$ cat src/hw/iopm_pkg.sv
package iopm_pkg;

   // ****************************************
   // port indices
   // ****************************************
   localparam int NPORT = 11;
   localparam int P3 = 0;
   localparam int P4 = 1;
   localparam int P5 = 2;
   localparam int P8 = 3;
   localparam int PA = 4;
   localparam int PB = 5;
   localparam int PC = 6;
   localparam int PD = 7;
   localparam int PE = 8;
   localparam int PF = 9;
   localparam int PG = 10;

   // ****************************************
   // operating modes
   // ****************************************
   typedef enum logic [1:0] {
      MODE4 = 2'b00,
      MODE5 = 2'b01,
      MODE6 = 2'b10,
      MODE7 = 2'b11
   } iopm_mode_t;

   // ****************************************
   // per-port capability masks, port PG in the top byte
   // ****************************************
   localparam logic [NPORT*8-1:0] OUT_MASK =
      {8'h1F, 8'hFF, 8'hFF, 8'hFF, 8'hFF, 8'hFF, 8'hFF, 8'h7F, 8'h0F, 8'h00, 8'h3F};
   localparam logic [NPORT*8-1:0] PULL_MASK =
      {8'h00, 8'h00, 8'hFF, 8'hFF, 8'hFF, 8'hFF, 8'hFF, 8'h00, 8'h00, 8'h00, 8'h00};
   localparam logic [NPORT*8-1:0] OD_MASK =
      {8'h00, 8'h00, 8'h00, 8'h00, 8'h00, 8'h00, 8'hFF, 8'h00, 8'h00, 8'h00, 8'h3F};

   // ****************************************
   // reset values and pin positions
   // ****************************************
   localparam logic [7:0] DIR_RST = 8'h00;
   localparam logic [7:0] LATCH_RST = 8'h00;
   localparam logic [7:0] PULL_RST = 8'h00;
   localparam logic [7:0] OD_RST = 8'h00;
   localparam int PF_CLK = 7;
   localparam int PF_AS = 6;
   localparam int PF_RD = 5;
   localparam int PF_HWS = 4;
   localparam int PF_LWS = 3;
   localparam int PF_LCS = 2;
   localparam int PF_BRQ = 1;
   localparam int PF_GRANT = 0;
   localparam int P5_WAIT = 3;
   localparam int P8_WAIT = 6;
   localparam logic [2:0] DRAM_SEL_LO = 3'h1;
   localparam logic [2:0] DRAM_SEL_HI = 3'h3;

endpackage

$ cat src/hw/iopm_port.sv
`timescale 1ns/100ps
`default_nettype none
module iopm_port
#(
   parameter logic [7:0] OUT_MASK = 8'hFF,
   parameter logic [7:0] PULL_MASK = 8'h00,
   parameter logic [7:0] OD_MASK = 8'h00
)
(
   // clock and reset
   input wire logic ref_clk,
   input wire logic reset,
   // register access
   input wire logic [7:0] dirRst,
   input wire logic wrDir,
   input wire logic wrLatch,
   input wire logic wrPull,
   input wire logic wrOdc,
   input wire logic [7:0] wrData,
   output logic [7:0] readBack,
   // pin side
   input wire logic [7:0] pinIn,
   output logic [7:0] pinSync,
   output logic [7:0] dir,
   output logic [7:0] latch,
   output logic [7:0] odc,
   output logic [7:0] pullupOn
);

   if ((OD_MASK & ~OUT_MASK) != 8'h00)
   begin : g_chk
      $error("open-drain bits must be output-capable");
   end

   logic [7:0] dir_r, dir_nxt;
   logic [7:0] latch_r, latch_nxt;
   logic [7:0] pull_r, pull_nxt;
   logic [7:0] odc_r, odc_nxt;
   logic [7:0] meta_r, meta_nxt;
   logic [7:0] sync_r, sync_nxt;

   always_comb
   begin
      dir_nxt = dir_r;
      latch_nxt = latch_r;
      pull_nxt = pull_r;
      odc_nxt = odc_r;
      // input-only bits never get a direction bit
      if (wrDir)
         dir_nxt = wrData & OUT_MASK;
      if (wrLatch)
         latch_nxt = wrData;
      if (wrPull)
         pull_nxt = wrData & PULL_MASK;
      if (wrOdc)
         odc_nxt = wrData & OD_MASK;
      meta_nxt = pinIn;
      sync_nxt = meta_r;
   end

   always_ff @(posedge ref_clk)
   begin
      if (reset)
      begin
         dir_r <= dirRst & OUT_MASK;
         latch_r <= iopm_pkg::LATCH_RST;
         pull_r <= iopm_pkg::PULL_RST;
         odc_r <= iopm_pkg::OD_RST;
         meta_r <= 8'h00;
         sync_r <= 8'h00;
      end
      else
      begin
         dir_r <= dir_nxt;
         latch_r <= latch_nxt;
         pull_r <= pull_nxt;
         odc_r <= odc_nxt;
         meta_r <= meta_nxt;
         sync_r <= sync_nxt;
      end
   end

   assign readBack = (dir_r & latch_r) | (~dir_r & sync_r);
   // pull-up only matters while the pin is not driven
   assign pullupOn = pull_r & ~dir_r;
   assign pinSync = sync_r;
   assign dir = dir_r;
   assign latch = latch_r;
   assign odc = odc_r;

endmodule
`default_nettype wire

$ cat src/hw/iopm_mux.sv
// Function
// - bidirectional ports have per-pin direction bits; input-only ports have none.
// - each port has an output latch; it drives general-purpose output pins on every port but port 4.
// - each port has a read-only readback of the latch or pin levels.
// - port 4 and port 5 upper nibble are inputs only.
// - ports A to E have per-pin input pull-up enables.
// - port 3 and port A have open-drain controls disabling the high-side driver.
// - PF7 outputs system clock when direction is 1; reset direction depends on mode.
// - PF6 outputs address strobe unless its pin disable bit is set.
// - PF3 outputs low write strobe unless its pin disable bit is set.
// - PF2 drives bus-request drop when its enable is set and pin select is 0.
// - PF2 drives lower column strobe for DRAM select 1..3 with 16-bit space.
// - PF1 becomes bus request input when bus release enabled; grant output too.
// - P53 is wait input under wait enable, select 1, no drop output, direction 0.
// - P53 drives bus-request drop when selected there; feeds interrupt 7 if alt set.
// - P50..P52 carry serial channel 2, and interrupts 4..6 when alt set.
// - P86 is wait input when wait select is 0 and direction is 0.
// - PG3 is input, port output, or chip select 1 by direction and enable.
// - PG2 and PG1 likewise give chip selects 2 and 3.
// - PG0 drives column strobe when DRAM space configured, else general I/O.
// - port A upper pins output address when direction and enable are 1.
// - port E carries low data byte in 16-bit bus mode only.
// - in mode 6, ports B, C and port A lower nibble output address bits when direction is 1.
// - direction 1 makes a pin output, 0 makes it input.
// - readback returns latch for output bits, pin level for input bits.
`timescale 1ns/100ps
`default_nettype none
module iopm_mux
(
   // clock and reset
   input wire logic ref_clk,
   input wire logic reset,
   // operating mode and bus setup
   input wire logic [1:0] opMode,
   input wire logic busWidth16,
   input wire logic [2:0] dramSpaceSel,
   input wire logic dramSpace16,
   // pin function controls
   input wire logic strobePinDisable,
   input wire logic lowWritePinDisable,
   input wire logic busreqDropOutEn,
   input wire logic busreqDropPinSel,
   input wire logic busReleaseEn,
   input wire logic waitPinEn,
   input wire logic waitPinSel,
   input wire logic irqAltPinSel,
   input wire logic chipsel1En,
   input wire logic chipsel23En,
   input wire logic [3:0] upperAddrEn,
   // port register access, one strobe bit per port
   input wire logic [iopm_pkg::NPORT-1:0] wrDir,
   input wire logic [iopm_pkg::NPORT-1:0] wrLatch,
   input wire logic [iopm_pkg::NPORT-1:0] wrPullup,
   input wire logic [iopm_pkg::NPORT-1:0] wrOpendrain,
   input wire logic [7:0] wrData,
   output logic [iopm_pkg::NPORT*8-1:0] portRead,
   // package pins
   input wire logic [iopm_pkg::NPORT*8-1:0] pinIn,
   output logic [iopm_pkg::NPORT*8-1:0] pinOut,
   output logic [iopm_pkg::NPORT*8-1:0] pinOe,
   output logic [iopm_pkg::NPORT*8-1:0] pullupOn,
   // bus controller outputs
   input wire logic [23:0] addr,
   input wire logic [15:0] busDataOut,
   input wire logic busDataOe,
   input wire logic sysClkLevel,
   input wire logic addrStrobeN,
   input wire logic readStrobeN,
   input wire logic highWriteStrobeN,
   input wire logic lowWriteStrobeN,
   input wire logic lowerColStrobeN,
   input wire logic colStrobeN,
   input wire logic [3:0] chipSelN,
   input wire logic busreqDropOutN,
   input wire logic extBusGrantN,
   // bus controller inputs
   output logic [15:0] busDataIn,
   output logic waitN,
   output logic extBusRequestN,
   // serial channel 2 and interrupts
   input wire logic sciTx,
   input wire logic sciTxOe,
   input wire logic sciClkOut,
   input wire logic sciClkOe,
   output logic sciRx,
   output logic sciClkIn,
   output logic [3:0] irqAltN,
   output logic adcExtTriggerN
);

   localparam int NP = iopm_pkg::NPORT;

   // ****************************************
   // port slices
   // ****************************************
   logic [NP*8-1:0] dirAll;
   logic [NP*8-1:0] latchAll;
   logic [NP*8-1:0] odcAll;
   logic [NP*8-1:0] syncAll;
   logic modeLow;
   logic [7:0] pfDirRst;

   // in modes 4 and 5 the clock pin comes out of reset as an output
   assign modeLow = (opMode == iopm_pkg::MODE4) || (opMode == iopm_pkg::MODE5);
   assign pfDirRst = {modeLow, 7'h00};

   for (genvar p = 0; p < NP; p++)
   begin : g_port
      iopm_port
      #(
         .OUT_MASK(iopm_pkg::OUT_MASK[p*8 +: 8]),
         .PULL_MASK(iopm_pkg::PULL_MASK[p*8 +: 8]),
         .OD_MASK(iopm_pkg::OD_MASK[p*8 +: 8])
      )
      u_port
      (
         .ref_clk(ref_clk),
         .reset(reset),
         .dirRst((p == iopm_pkg::PF) ? pfDirRst : iopm_pkg::DIR_RST),
         .wrDir(wrDir[p]),
         .wrLatch(wrLatch[p]),
         .wrPull(wrPullup[p]),
         .wrOdc(wrOpendrain[p]),
         .wrData(wrData),
         .readBack(portRead[p*8 +: 8]),
         .pinIn(pinIn[p*8 +: 8]),
         .pinSync(syncAll[p*8 +: 8]),
         .dir(dirAll[p*8 +: 8]),
         .latch(latchAll[p*8 +: 8]),
         .odc(odcAll[p*8 +: 8]),
         .pullupOn(pullupOn[p*8 +: 8])
      );
   end

   function automatic int pi(input int port, input int pos);
      pi = port * 8 + pos;
   endfunction

   // ****************************************
   // alternate function selection
   // ****************************************
   logic [NP*8-1:0] altSel;
   logic [NP*8-1:0] altOe;
   logic [NP*8-1:0] altOut;
   logic extMode;
   logic mode6;
   logic dramLower;
   logic p5Wait;
   logic p8Wait;

   assign extMode = opMode != iopm_pkg::MODE7;
   assign mode6 = opMode == iopm_pkg::MODE6;
   assign dramLower = (dramSpaceSel >= iopm_pkg::DRAM_SEL_LO) && (dramSpaceSel <= iopm_pkg::DRAM_SEL_HI)
      && dramSpace16;
   assign p5Wait = extMode && waitPinEn && !busreqDropOutEn && waitPinSel
      && !dirAll[pi(iopm_pkg::P5, iopm_pkg::P5_WAIT)];
   assign p8Wait = extMode && !waitPinSel && !dirAll[pi(iopm_pkg::P8, iopm_pkg::P8_WAIT)];

   always_comb
   begin
      altSel = '0;
      altOe = '0;
      altOut = '0;
      for (int b = 0; b < 8; b++)
      begin
         // port A: low nibble tracks modes, high nibble also needs its enable
         if (b < 4)
         begin
            if (modeLow || (mode6 && dirAll[pi(iopm_pkg::PA, b)]))
            begin
               altSel[pi(iopm_pkg::PA, b)] = 1'b1;
               altOe[pi(iopm_pkg::PA, b)] = 1'b1;
               altOut[pi(iopm_pkg::PA, b)] = addr[16 + b];
            end
         end
         else if (extMode && dirAll[pi(iopm_pkg::PA, b)] && upperAddrEn[b - 4])
         begin
            altSel[pi(iopm_pkg::PA, b)] = 1'b1;
            altOe[pi(iopm_pkg::PA, b)] = 1'b1;
            altOut[pi(iopm_pkg::PA, b)] = addr[16 + b];
         end
         if (modeLow || (mode6 && dirAll[pi(iopm_pkg::PB, b)]))
         begin
            altSel[pi(iopm_pkg::PB, b)] = 1'b1;
            altOe[pi(iopm_pkg::PB, b)] = 1'b1;
            altOut[pi(iopm_pkg::PB, b)] = addr[8 + b];
         end
         if (modeLow || (mode6 && dirAll[pi(iopm_pkg::PC, b)]))
         begin
            altSel[pi(iopm_pkg::PC, b)] = 1'b1;
            altOe[pi(iopm_pkg::PC, b)] = 1'b1;
            altOut[pi(iopm_pkg::PC, b)] = addr[b];
         end
         // data bus: upper byte always in external modes, lower byte only when 16 bits wide
         if (extMode)
         begin
            altSel[pi(iopm_pkg::PD, b)] = 1'b1;
            altOe[pi(iopm_pkg::PD, b)] = busDataOe;
            altOut[pi(iopm_pkg::PD, b)] = busDataOut[8 + b];
         end
         if (extMode && busWidth16)
         begin
            altSel[pi(iopm_pkg::PE, b)] = 1'b1;
            altOe[pi(iopm_pkg::PE, b)] = busDataOe;
            altOut[pi(iopm_pkg::PE, b)] = busDataOut[b];
         end
      end

      // ---- port F ----
      if (dirAll[pi(iopm_pkg::PF, iopm_pkg::PF_CLK)])
      begin
         altSel[pi(iopm_pkg::PF, iopm_pkg::PF_CLK)] = 1'b1;
         altOe[pi(iopm_pkg::PF, iopm_pkg::PF_CLK)] = 1'b1;
         altOut[pi(iopm_pkg::PF, iopm_pkg::PF_CLK)] = sysClkLevel;
      end
      if (extMode && !strobePinDisable)
      begin
         altSel[pi(iopm_pkg::PF, iopm_pkg::PF_AS)] = 1'b1;
         altOe[pi(iopm_pkg::PF, iopm_pkg::PF_AS)] = 1'b1;
         altOut[pi(iopm_pkg::PF, iopm_pkg::PF_AS)] = addrStrobeN;
      end
      if (extMode)
      begin
         altSel[pi(iopm_pkg::PF, iopm_pkg::PF_RD)] = 1'b1;
         altOe[pi(iopm_pkg::PF, iopm_pkg::PF_RD)] = 1'b1;
         altOut[pi(iopm_pkg::PF, iopm_pkg::PF_RD)] = readStrobeN;
         altSel[pi(iopm_pkg::PF, iopm_pkg::PF_HWS)] = 1'b1;
         altOe[pi(iopm_pkg::PF, iopm_pkg::PF_HWS)] = 1'b1;
         altOut[pi(iopm_pkg::PF, iopm_pkg::PF_HWS)] = highWriteStrobeN;
      end
      if (extMode && !lowWritePinDisable)
      begin
         altSel[pi(iopm_pkg::PF, iopm_pkg::PF_LWS)] = 1'b1;
         altOe[pi(iopm_pkg::PF, iopm_pkg::PF_LWS)] = 1'b1;
         altOut[pi(iopm_pkg::PF, iopm_pkg::PF_LWS)] = lowWriteStrobeN;
      end
      // the DRAM strobe wins the shared pin over the request-drop output
      if (extMode && dramLower)
      begin
         altSel[pi(iopm_pkg::PF, iopm_pkg::PF_LCS)] = 1'b1;
         altOe[pi(iopm_pkg::PF, iopm_pkg::PF_LCS)] = 1'b1;
         altOut[pi(iopm_pkg::PF, iopm_pkg::PF_LCS)] = lowerColStrobeN;
      end
      else if (extMode && busreqDropOutEn && !busreqDropPinSel)
      begin
         altSel[pi(iopm_pkg::PF, iopm_pkg::PF_LCS)] = 1'b1;
         altOe[pi(iopm_pkg::PF, iopm_pkg::PF_LCS)] = 1'b1;
         altOut[pi(iopm_pkg::PF, iopm_pkg::PF_LCS)] = busreqDropOutN;
      end
      if (extMode && busReleaseEn)
      begin
         altSel[pi(iopm_pkg::PF, iopm_pkg::PF_BRQ)] = 1'b1;
         altSel[pi(iopm_pkg::PF, iopm_pkg::PF_GRANT)] = 1'b1;
         altOe[pi(iopm_pkg::PF, iopm_pkg::PF_GRANT)] = 1'b1;
         altOut[pi(iopm_pkg::PF, iopm_pkg::PF_GRANT)] = extBusGrantN;
      end

      // ---- port G ----
      if (modeLow && dirAll[pi(iopm_pkg::PG, 4)])
      begin
         altSel[pi(iopm_pkg::PG, 4)] = 1'b1;
         altOe[pi(iopm_pkg::PG, 4)] = 1'b1;
         altOut[pi(iopm_pkg::PG, 4)] = chipSelN[0];
      end
      if (extMode && chipsel1En && dirAll[pi(iopm_pkg::PG, 3)])
      begin
         altSel[pi(iopm_pkg::PG, 3)] = 1'b1;
         altOe[pi(iopm_pkg::PG, 3)] = 1'b1;
         altOut[pi(iopm_pkg::PG, 3)] = chipSelN[1];
      end
      for (int c = 1; c < 3; c++)
      begin
         if (extMode && chipsel23En && dirAll[pi(iopm_pkg::PG, 3 - c)])
         begin
            altSel[pi(iopm_pkg::PG, 3 - c)] = 1'b1;
            altOe[pi(iopm_pkg::PG, 3 - c)] = 1'b1;
            altOut[pi(iopm_pkg::PG, 3 - c)] = chipSelN[1 + c];
         end
      end
      if (extMode && (dramSpaceSel != 3'h0))
      begin
         altSel[pi(iopm_pkg::PG, 0)] = 1'b1;
         altOe[pi(iopm_pkg::PG, 0)] = 1'b1;
         altOut[pi(iopm_pkg::PG, 0)] = colStrobeN;
      end

      // ---- port 5 and port 8 ----
      if (sciTxOe)
      begin
         altSel[pi(iopm_pkg::P5, 0)] = 1'b1;
         altOe[pi(iopm_pkg::P5, 0)] = 1'b1;
         altOut[pi(iopm_pkg::P5, 0)] = sciTx;
      end
      if (sciClkOe)
      begin
         altSel[pi(iopm_pkg::P5, 2)] = 1'b1;
         altOe[pi(iopm_pkg::P5, 2)] = 1'b1;
         altOut[pi(iopm_pkg::P5, 2)] = sciClkOut;
      end
      if (p5Wait)
         altSel[pi(iopm_pkg::P5, iopm_pkg::P5_WAIT)] = 1'b1;
      else if (extMode && !waitPinEn && busreqDropOutEn && busreqDropPinSel)
      begin
         altSel[pi(iopm_pkg::P5, iopm_pkg::P5_WAIT)] = 1'b1;
         altOe[pi(iopm_pkg::P5, iopm_pkg::P5_WAIT)] = 1'b1;
         altOut[pi(iopm_pkg::P5, iopm_pkg::P5_WAIT)] = busreqDropOutN;
      end
      if (p8Wait)
         altSel[pi(iopm_pkg::P8, iopm_pkg::P8_WAIT)] = 1'b1;
   end

   // ****************************************
   // pin drive and peripheral inputs
   // ****************************************
   logic [NP*8-1:0] pinOut_r, pinOut_nxt;
   logic [NP*8-1:0] pinOe_r, pinOe_nxt;
   logic [15:0] busDataIn_r, busDataIn_nxt;
   logic waitN_r, waitN_nxt;
   logic extBusRequestN_r, extBusRequestN_nxt;
   logic sciRx_r, sciRx_nxt;
   logic sciClkIn_r, sciClkIn_nxt;
   logic [3:0] irqAltN_r, irqAltN_nxt;
   logic adcTrig_r, adcTrig_nxt;

   always_comb
   begin
      pinOut_nxt = (altSel & altOut) | (~altSel & latchAll);
      pinOe_nxt = (altSel & altOe) | (~altSel & dirAll);
      // open drain: a high level is left to the external pull-up
      pinOe_nxt = pinOe_nxt & ~(odcAll & pinOut_nxt);
      busDataIn_nxt = {syncAll[pi(iopm_pkg::PD, 0) +: 8], syncAll[pi(iopm_pkg::PE, 0) +: 8]};
      if (p5Wait)
         waitN_nxt = syncAll[pi(iopm_pkg::P5, iopm_pkg::P5_WAIT)];
      else if (p8Wait)
         waitN_nxt = syncAll[pi(iopm_pkg::P8, iopm_pkg::P8_WAIT)];
      else
         waitN_nxt = 1'b1;
      extBusRequestN_nxt = (extMode && busReleaseEn) ? syncAll[pi(iopm_pkg::PF, iopm_pkg::PF_BRQ)] : 1'b1;
      sciRx_nxt = syncAll[pi(iopm_pkg::P5, 1)];
      sciClkIn_nxt = syncAll[pi(iopm_pkg::P5, 2)];
      // interrupts 4..7 idle high while the alternate pins are not selected
      irqAltN_nxt = irqAltPinSel ? syncAll[pi(iopm_pkg::P5, 0) +: 4] : 4'hF;
      adcTrig_nxt = syncAll[pi(iopm_pkg::P5, 3)];
   end

   always_ff @(posedge ref_clk)
   begin
      if (reset)
      begin
         pinOut_r <= '0;
         pinOe_r <= '0;
         busDataIn_r <= 16'h0000;
         waitN_r <= 1'b1;
         extBusRequestN_r <= 1'b1;
         sciRx_r <= 1'b1;
         sciClkIn_r <= 1'b1;
         irqAltN_r <= 4'hF;
         adcTrig_r <= 1'b1;
      end
      else
      begin
         pinOut_r <= pinOut_nxt;
         pinOe_r <= pinOe_nxt;
         busDataIn_r <= busDataIn_nxt;
         waitN_r <= waitN_nxt;
         extBusRequestN_r <= extBusRequestN_nxt;
         sciRx_r <= sciRx_nxt;
         sciClkIn_r <= sciClkIn_nxt;
         irqAltN_r <= irqAltN_nxt;
         adcTrig_r <= adcTrig_nxt;
      end
   end

   assign pinOut = pinOut_r;
   assign pinOe = pinOe_r;
   assign busDataIn = busDataIn_r;
   assign waitN = waitN_r;
   assign extBusRequestN = extBusRequestN_r;
   assign sciRx = sciRx_r;
   assign sciClkIn = sciClkIn_r;
   assign irqAltN = irqAltN_r;
   assign adcExtTriggerN = adcTrig_r;

endmodule
`default_nettype wire

$ cat config.mk
export PLATFORM = sky130hd
export DESIGN_NAME = iopm_mux
export DESIGN_NICKNAME = d
export VERILOG_FILES = /design/src/hw/iopm_pkg.sv /design/src/hw/iopm_port.sv /design/src/hw/iopm_mux.sv
export SDC_FILE = /design/constraint.sdc
export NUM_CORES = 1
export LEC_CHECK = 0
export BUFFER_PORTS_ARGS = -buffer_cell sky130_fd_sc_hd__buf_2
export CAP_MARGIN = 40
export CORE_ASPECT_RATIO = 1.4
export CORE_MARGIN = 10
export CORE_UTILIZATION = 47
export CTS_CLUSTER_SIZE = 24
export DETAILED_ROUTE_END_ITERATION = 10
export PLACE_DENSITY = 0.76
export SYNTH_ARGS = -nofsm -noshare
export SYNTH_HDL_FRONTEND = slang
export SYNTH_HIERARCHICAL = 1
export SYNTH_SLANG_ARGS = --single-unit
$ cat constraint.sdc
create_clock -name ref_clk -period 1.15 [get_ports ref_clk]
set_clock_uncertainty 0.1 [all_clocks]
set_input_delay 0.0575 -clock ref_clk [delete_from_list [all_inputs] [get_ports ref_clk]]
set_output_delay 0.0575 -clock ref_clk [all_outputs]
set_load 0.05 [all_outputs]
==> impl_metrics.toml <==
[status]
status = "finished, violations left"
violations = "negative setup slack"

[floorplan]
core_area_um2 = 46300
die_x_um = 203
die_y_um = 277
initial_core_util_pct = 47.7
dieArea_um2 = 56200
rows = 93
io_pins = 598

[placement]
place.gp.congestion = 0.869
numPortBuffers = 533
place_ws_ns = -0.231
dpl.hpwl_mm = 49.8

[timing]
whs_ns = 0.0536
period_share_pct = 159
setup_slack_ns = -0.680
tightest_slew_ns = 0.729
relSlewSlack_pct = 51.4
max_freq_mhz = 546
setup_violations = 915
hold_viol = 0
final_max_slew_viol_count = 0
finalCriticalPeriod_ns = 1.83
rsz0062_at_grt = "true"

[setup_path]
arrival_ns = 1.67
path_class = "reg2out"
r2r_slack_ns = -0.35
r2r-start = "g_port[4].u_port/dir[3]"
start_kind = "register"
cp_max_fo = 3
cp.required_ns = 0.99
r2r_end = "pinOe[35]"
cp-end-kind = "primary output"
ff2ff_path_depth = 5

[flow_run]
max_cap_viol_count = 0

[yosys]
ys.flop_type = "dfxtp_1"
ys_warn_count = 6
ys_async_sr_fraction_pct = 0
synth_area_leader_cell = "dfxtp_1"
netlist_top_cells_area = "dfxtp_1 (47%), edfxtp_1 (9.5%), mux2i_1 (8.0%)"
netlist_instances = 1930
synth_edf_count = 70
avgSynthCellArea_um2 = 11.4
synthDistinctLibCells = 49
yosysSeqAreaShare_pct = 56.6
synth_top_area_share_pct = 47.0
syn_area_um2 = 22100
ys_ff_latch = 589

[layout]
final_util_pct = 75.9
multi_input_area_um2 = 9350
layout-drive-gt1-share_pct = 46.3
seqCellArea_um2 = 12800
nFillCells = 2379
fin_nets = 3150
area_growth_pct = 59.1

[power_and_ir_drop]
p_leak_nw = 15.9
power-per-cell-area_nw_per_um2 = 1520
ir_worst_vdd_mv = 1.59
finalPower_w = 0.0534

[cts]
numCtsBuffers = 53
cts_tree = "yes"
root_buffer = "clkbuf_16"
ctsLongestPathBuffers = 3
cts-htree-levels = 2
clk_latency_ns = 0.58
cts_sinks = 589
clk_pin_slew_ns = 0.07

[min_path]
min-delay-start = "wrData[2]"
whs_path_depth = 3
hold_class = "in2reg"
min_to = "g_port[6].u_port/latch[2]"

[global_routing]
grt-ovfl-total = 0
grt_usage_pct = 30.2
grt_pass1_wl_mm = 130
antenna_found_initial = 6
grt_start_max_net_pins = 32
grt_pass1_vias = 20600

[routing]
viasPerCell = 5.31
drcViolationCount = 0
wire_per_inst_um = 27.1
vias = 19100
ant_nets = 0
first_pass_iters = 5
dr.first_iter.drc_count = 1460
wirelength_mm = 97.2
==> worst max-delay path: stages, from the launching register on <==
cell and delay, ns:
edfxtp_1 0.56, mux2_4 0.37, buf_6 0.16
==> layer usage <==
| metal | track usage [%] | up-vias | share of wire (%) |
|---|---|---|---|
| li1 | - | 8040 | - |
| met1 | 29.4 | 9167 | 32 |
| met2 | 53.4 | 1375 | 50 |
| met3 | 7.01 | 507 | 8.3 |
| met4 | 24.1 | 4 | 9.2 |
| met5 | 0 | - | 0.026 |
==> synthesized netlist by cell type (11+ instances only) <==
cell and count:
nor2_1 184, nand2_1 92, and3_1 36, a221oi_1 15, mux2_4 47, edfxtp_1 70, mux2_2 104, buf_2 28
o221a_2 24, buf_6 18, a21oi_1 39, clkbuf_1 19, dfxtp_1 519, nor2b_1 261, mux2i_1 177, inv_1 36
conb_1 11, buf_4 182
==> cells by family (layout without fill, tap and decap cells) <==
family	count (synthesis)	after routing	synth area share [%]
and+or+nand+nor	620	620	14.6
other	11	214	0.187
buffers and inverters	287	1131	8.79
DFF	589	589	56.6
AOI/OAI and AO/OA	95	95	3.38
muxes	328	328	16.5
==> sequential cells by signal (all words and copies together), names as in the netlist <==
| name | cells |
|---|---|
| pinOe | 88 |
| g_port.u_port/pinSync | 88 |
| sciClkIn | 1 |
| sciRx | 1 |
| g_port.u_port/odc | 14 |
| irqAltN | 4 |
| g_port.u_port/meta_r | 88 |
| busDataIn | 16 |
| g_port.u_port/dir | 70 |
| g_port.u_port/latch | 88 |
| pinOut | 88 |
| extBusRequestN | 1 |
| waitN | 1 |
| adcExtTriggerN | 1 |
| g_port.u_port/pull_r | 40 |
==> repair_timing <==
action	in CTS	in global routing
endpoints found under the setup margin	356	916
hold buffers	223	1
setup buffers	58	60
hold endpoints to repair	454	7
pin swaps	7	46
gates resized for setup	1193	175
==> cells in the final DEF, fill, tap and decap left out, drive strengths merged, types with 37 or more instances in the layout <==
| master | instances |
|---|---|
| inv | 37 |
| nor2b | 261 |
| conb | 209 |
| buf | 773 |
| a21oi | 39 |
| clkbuf | 82 |
| nor2 | 184 |
| edfxtp | 70 |
| mux2i | 177 |
| nand2 | 94 |
| dfxtp | 519 |
| mux2 | 151 |
| dlygate4sd3 | 220 |
==> final cells by class <==
| class | count | area share [%] |
|---|---|---|
| well taps | 617 | 2.20 |
| clock inverters | 18 | 0.442 |
| repair buffers | 996 | 29.4 |
| flip-flops and latches | 589 | 36.4 |
| multi-input cells | 1252 | 26.6 |
| clock buffers | 80 | 4.50 |
| diodes | 5 | 0.0356 |
| inverters | 37 | 0.395 |
==> per-stage QoR <==
step | instances | area (um^2) | TNS (ns)
6_report | 3594 | 35100 | -271.58
5_1_grt | 3593 | 35100 | -276.21
4_1_cts | 3551 | 34000 | -236.26
3_5_place_dp | 3173 | 26000 | -24.70
3_3_place_gp | 3173 | 26000 | -18.91
2_1_floorplan | 2128 | 22900 | -0.00673
==> where the power goes <==
part	total, W	switching (W)	internal (W)
Combinational	0.0118	0.00656	0.00520
Clock	0.0182	0.00822	0.00997
Sequential	0.0234	0.00118	0.0223
==> how the worst max path moves through the flow <==
stage	startpoint	to	slack (ns)	cells past startpoint
CTS	g_port[5].u_port/dir[2]	portRead[42]	-0.64	3
floorplan	g_port[4].u_port/dir[3]	pinOe[35]	-0.007	3
global route	g_port[8].u_port/dir[0]	portRead[64]	-0.70	2
detailed placement	opMode[0]	pinOe[60]	-0.23	6
global placement	opMode[0]	pinOut[64]	-0.20	6
finish	g_port[8].u_port/dir[0]	portRead[64]	-0.68	2
No activity file was read; power rests on OpenSTA's default activity.
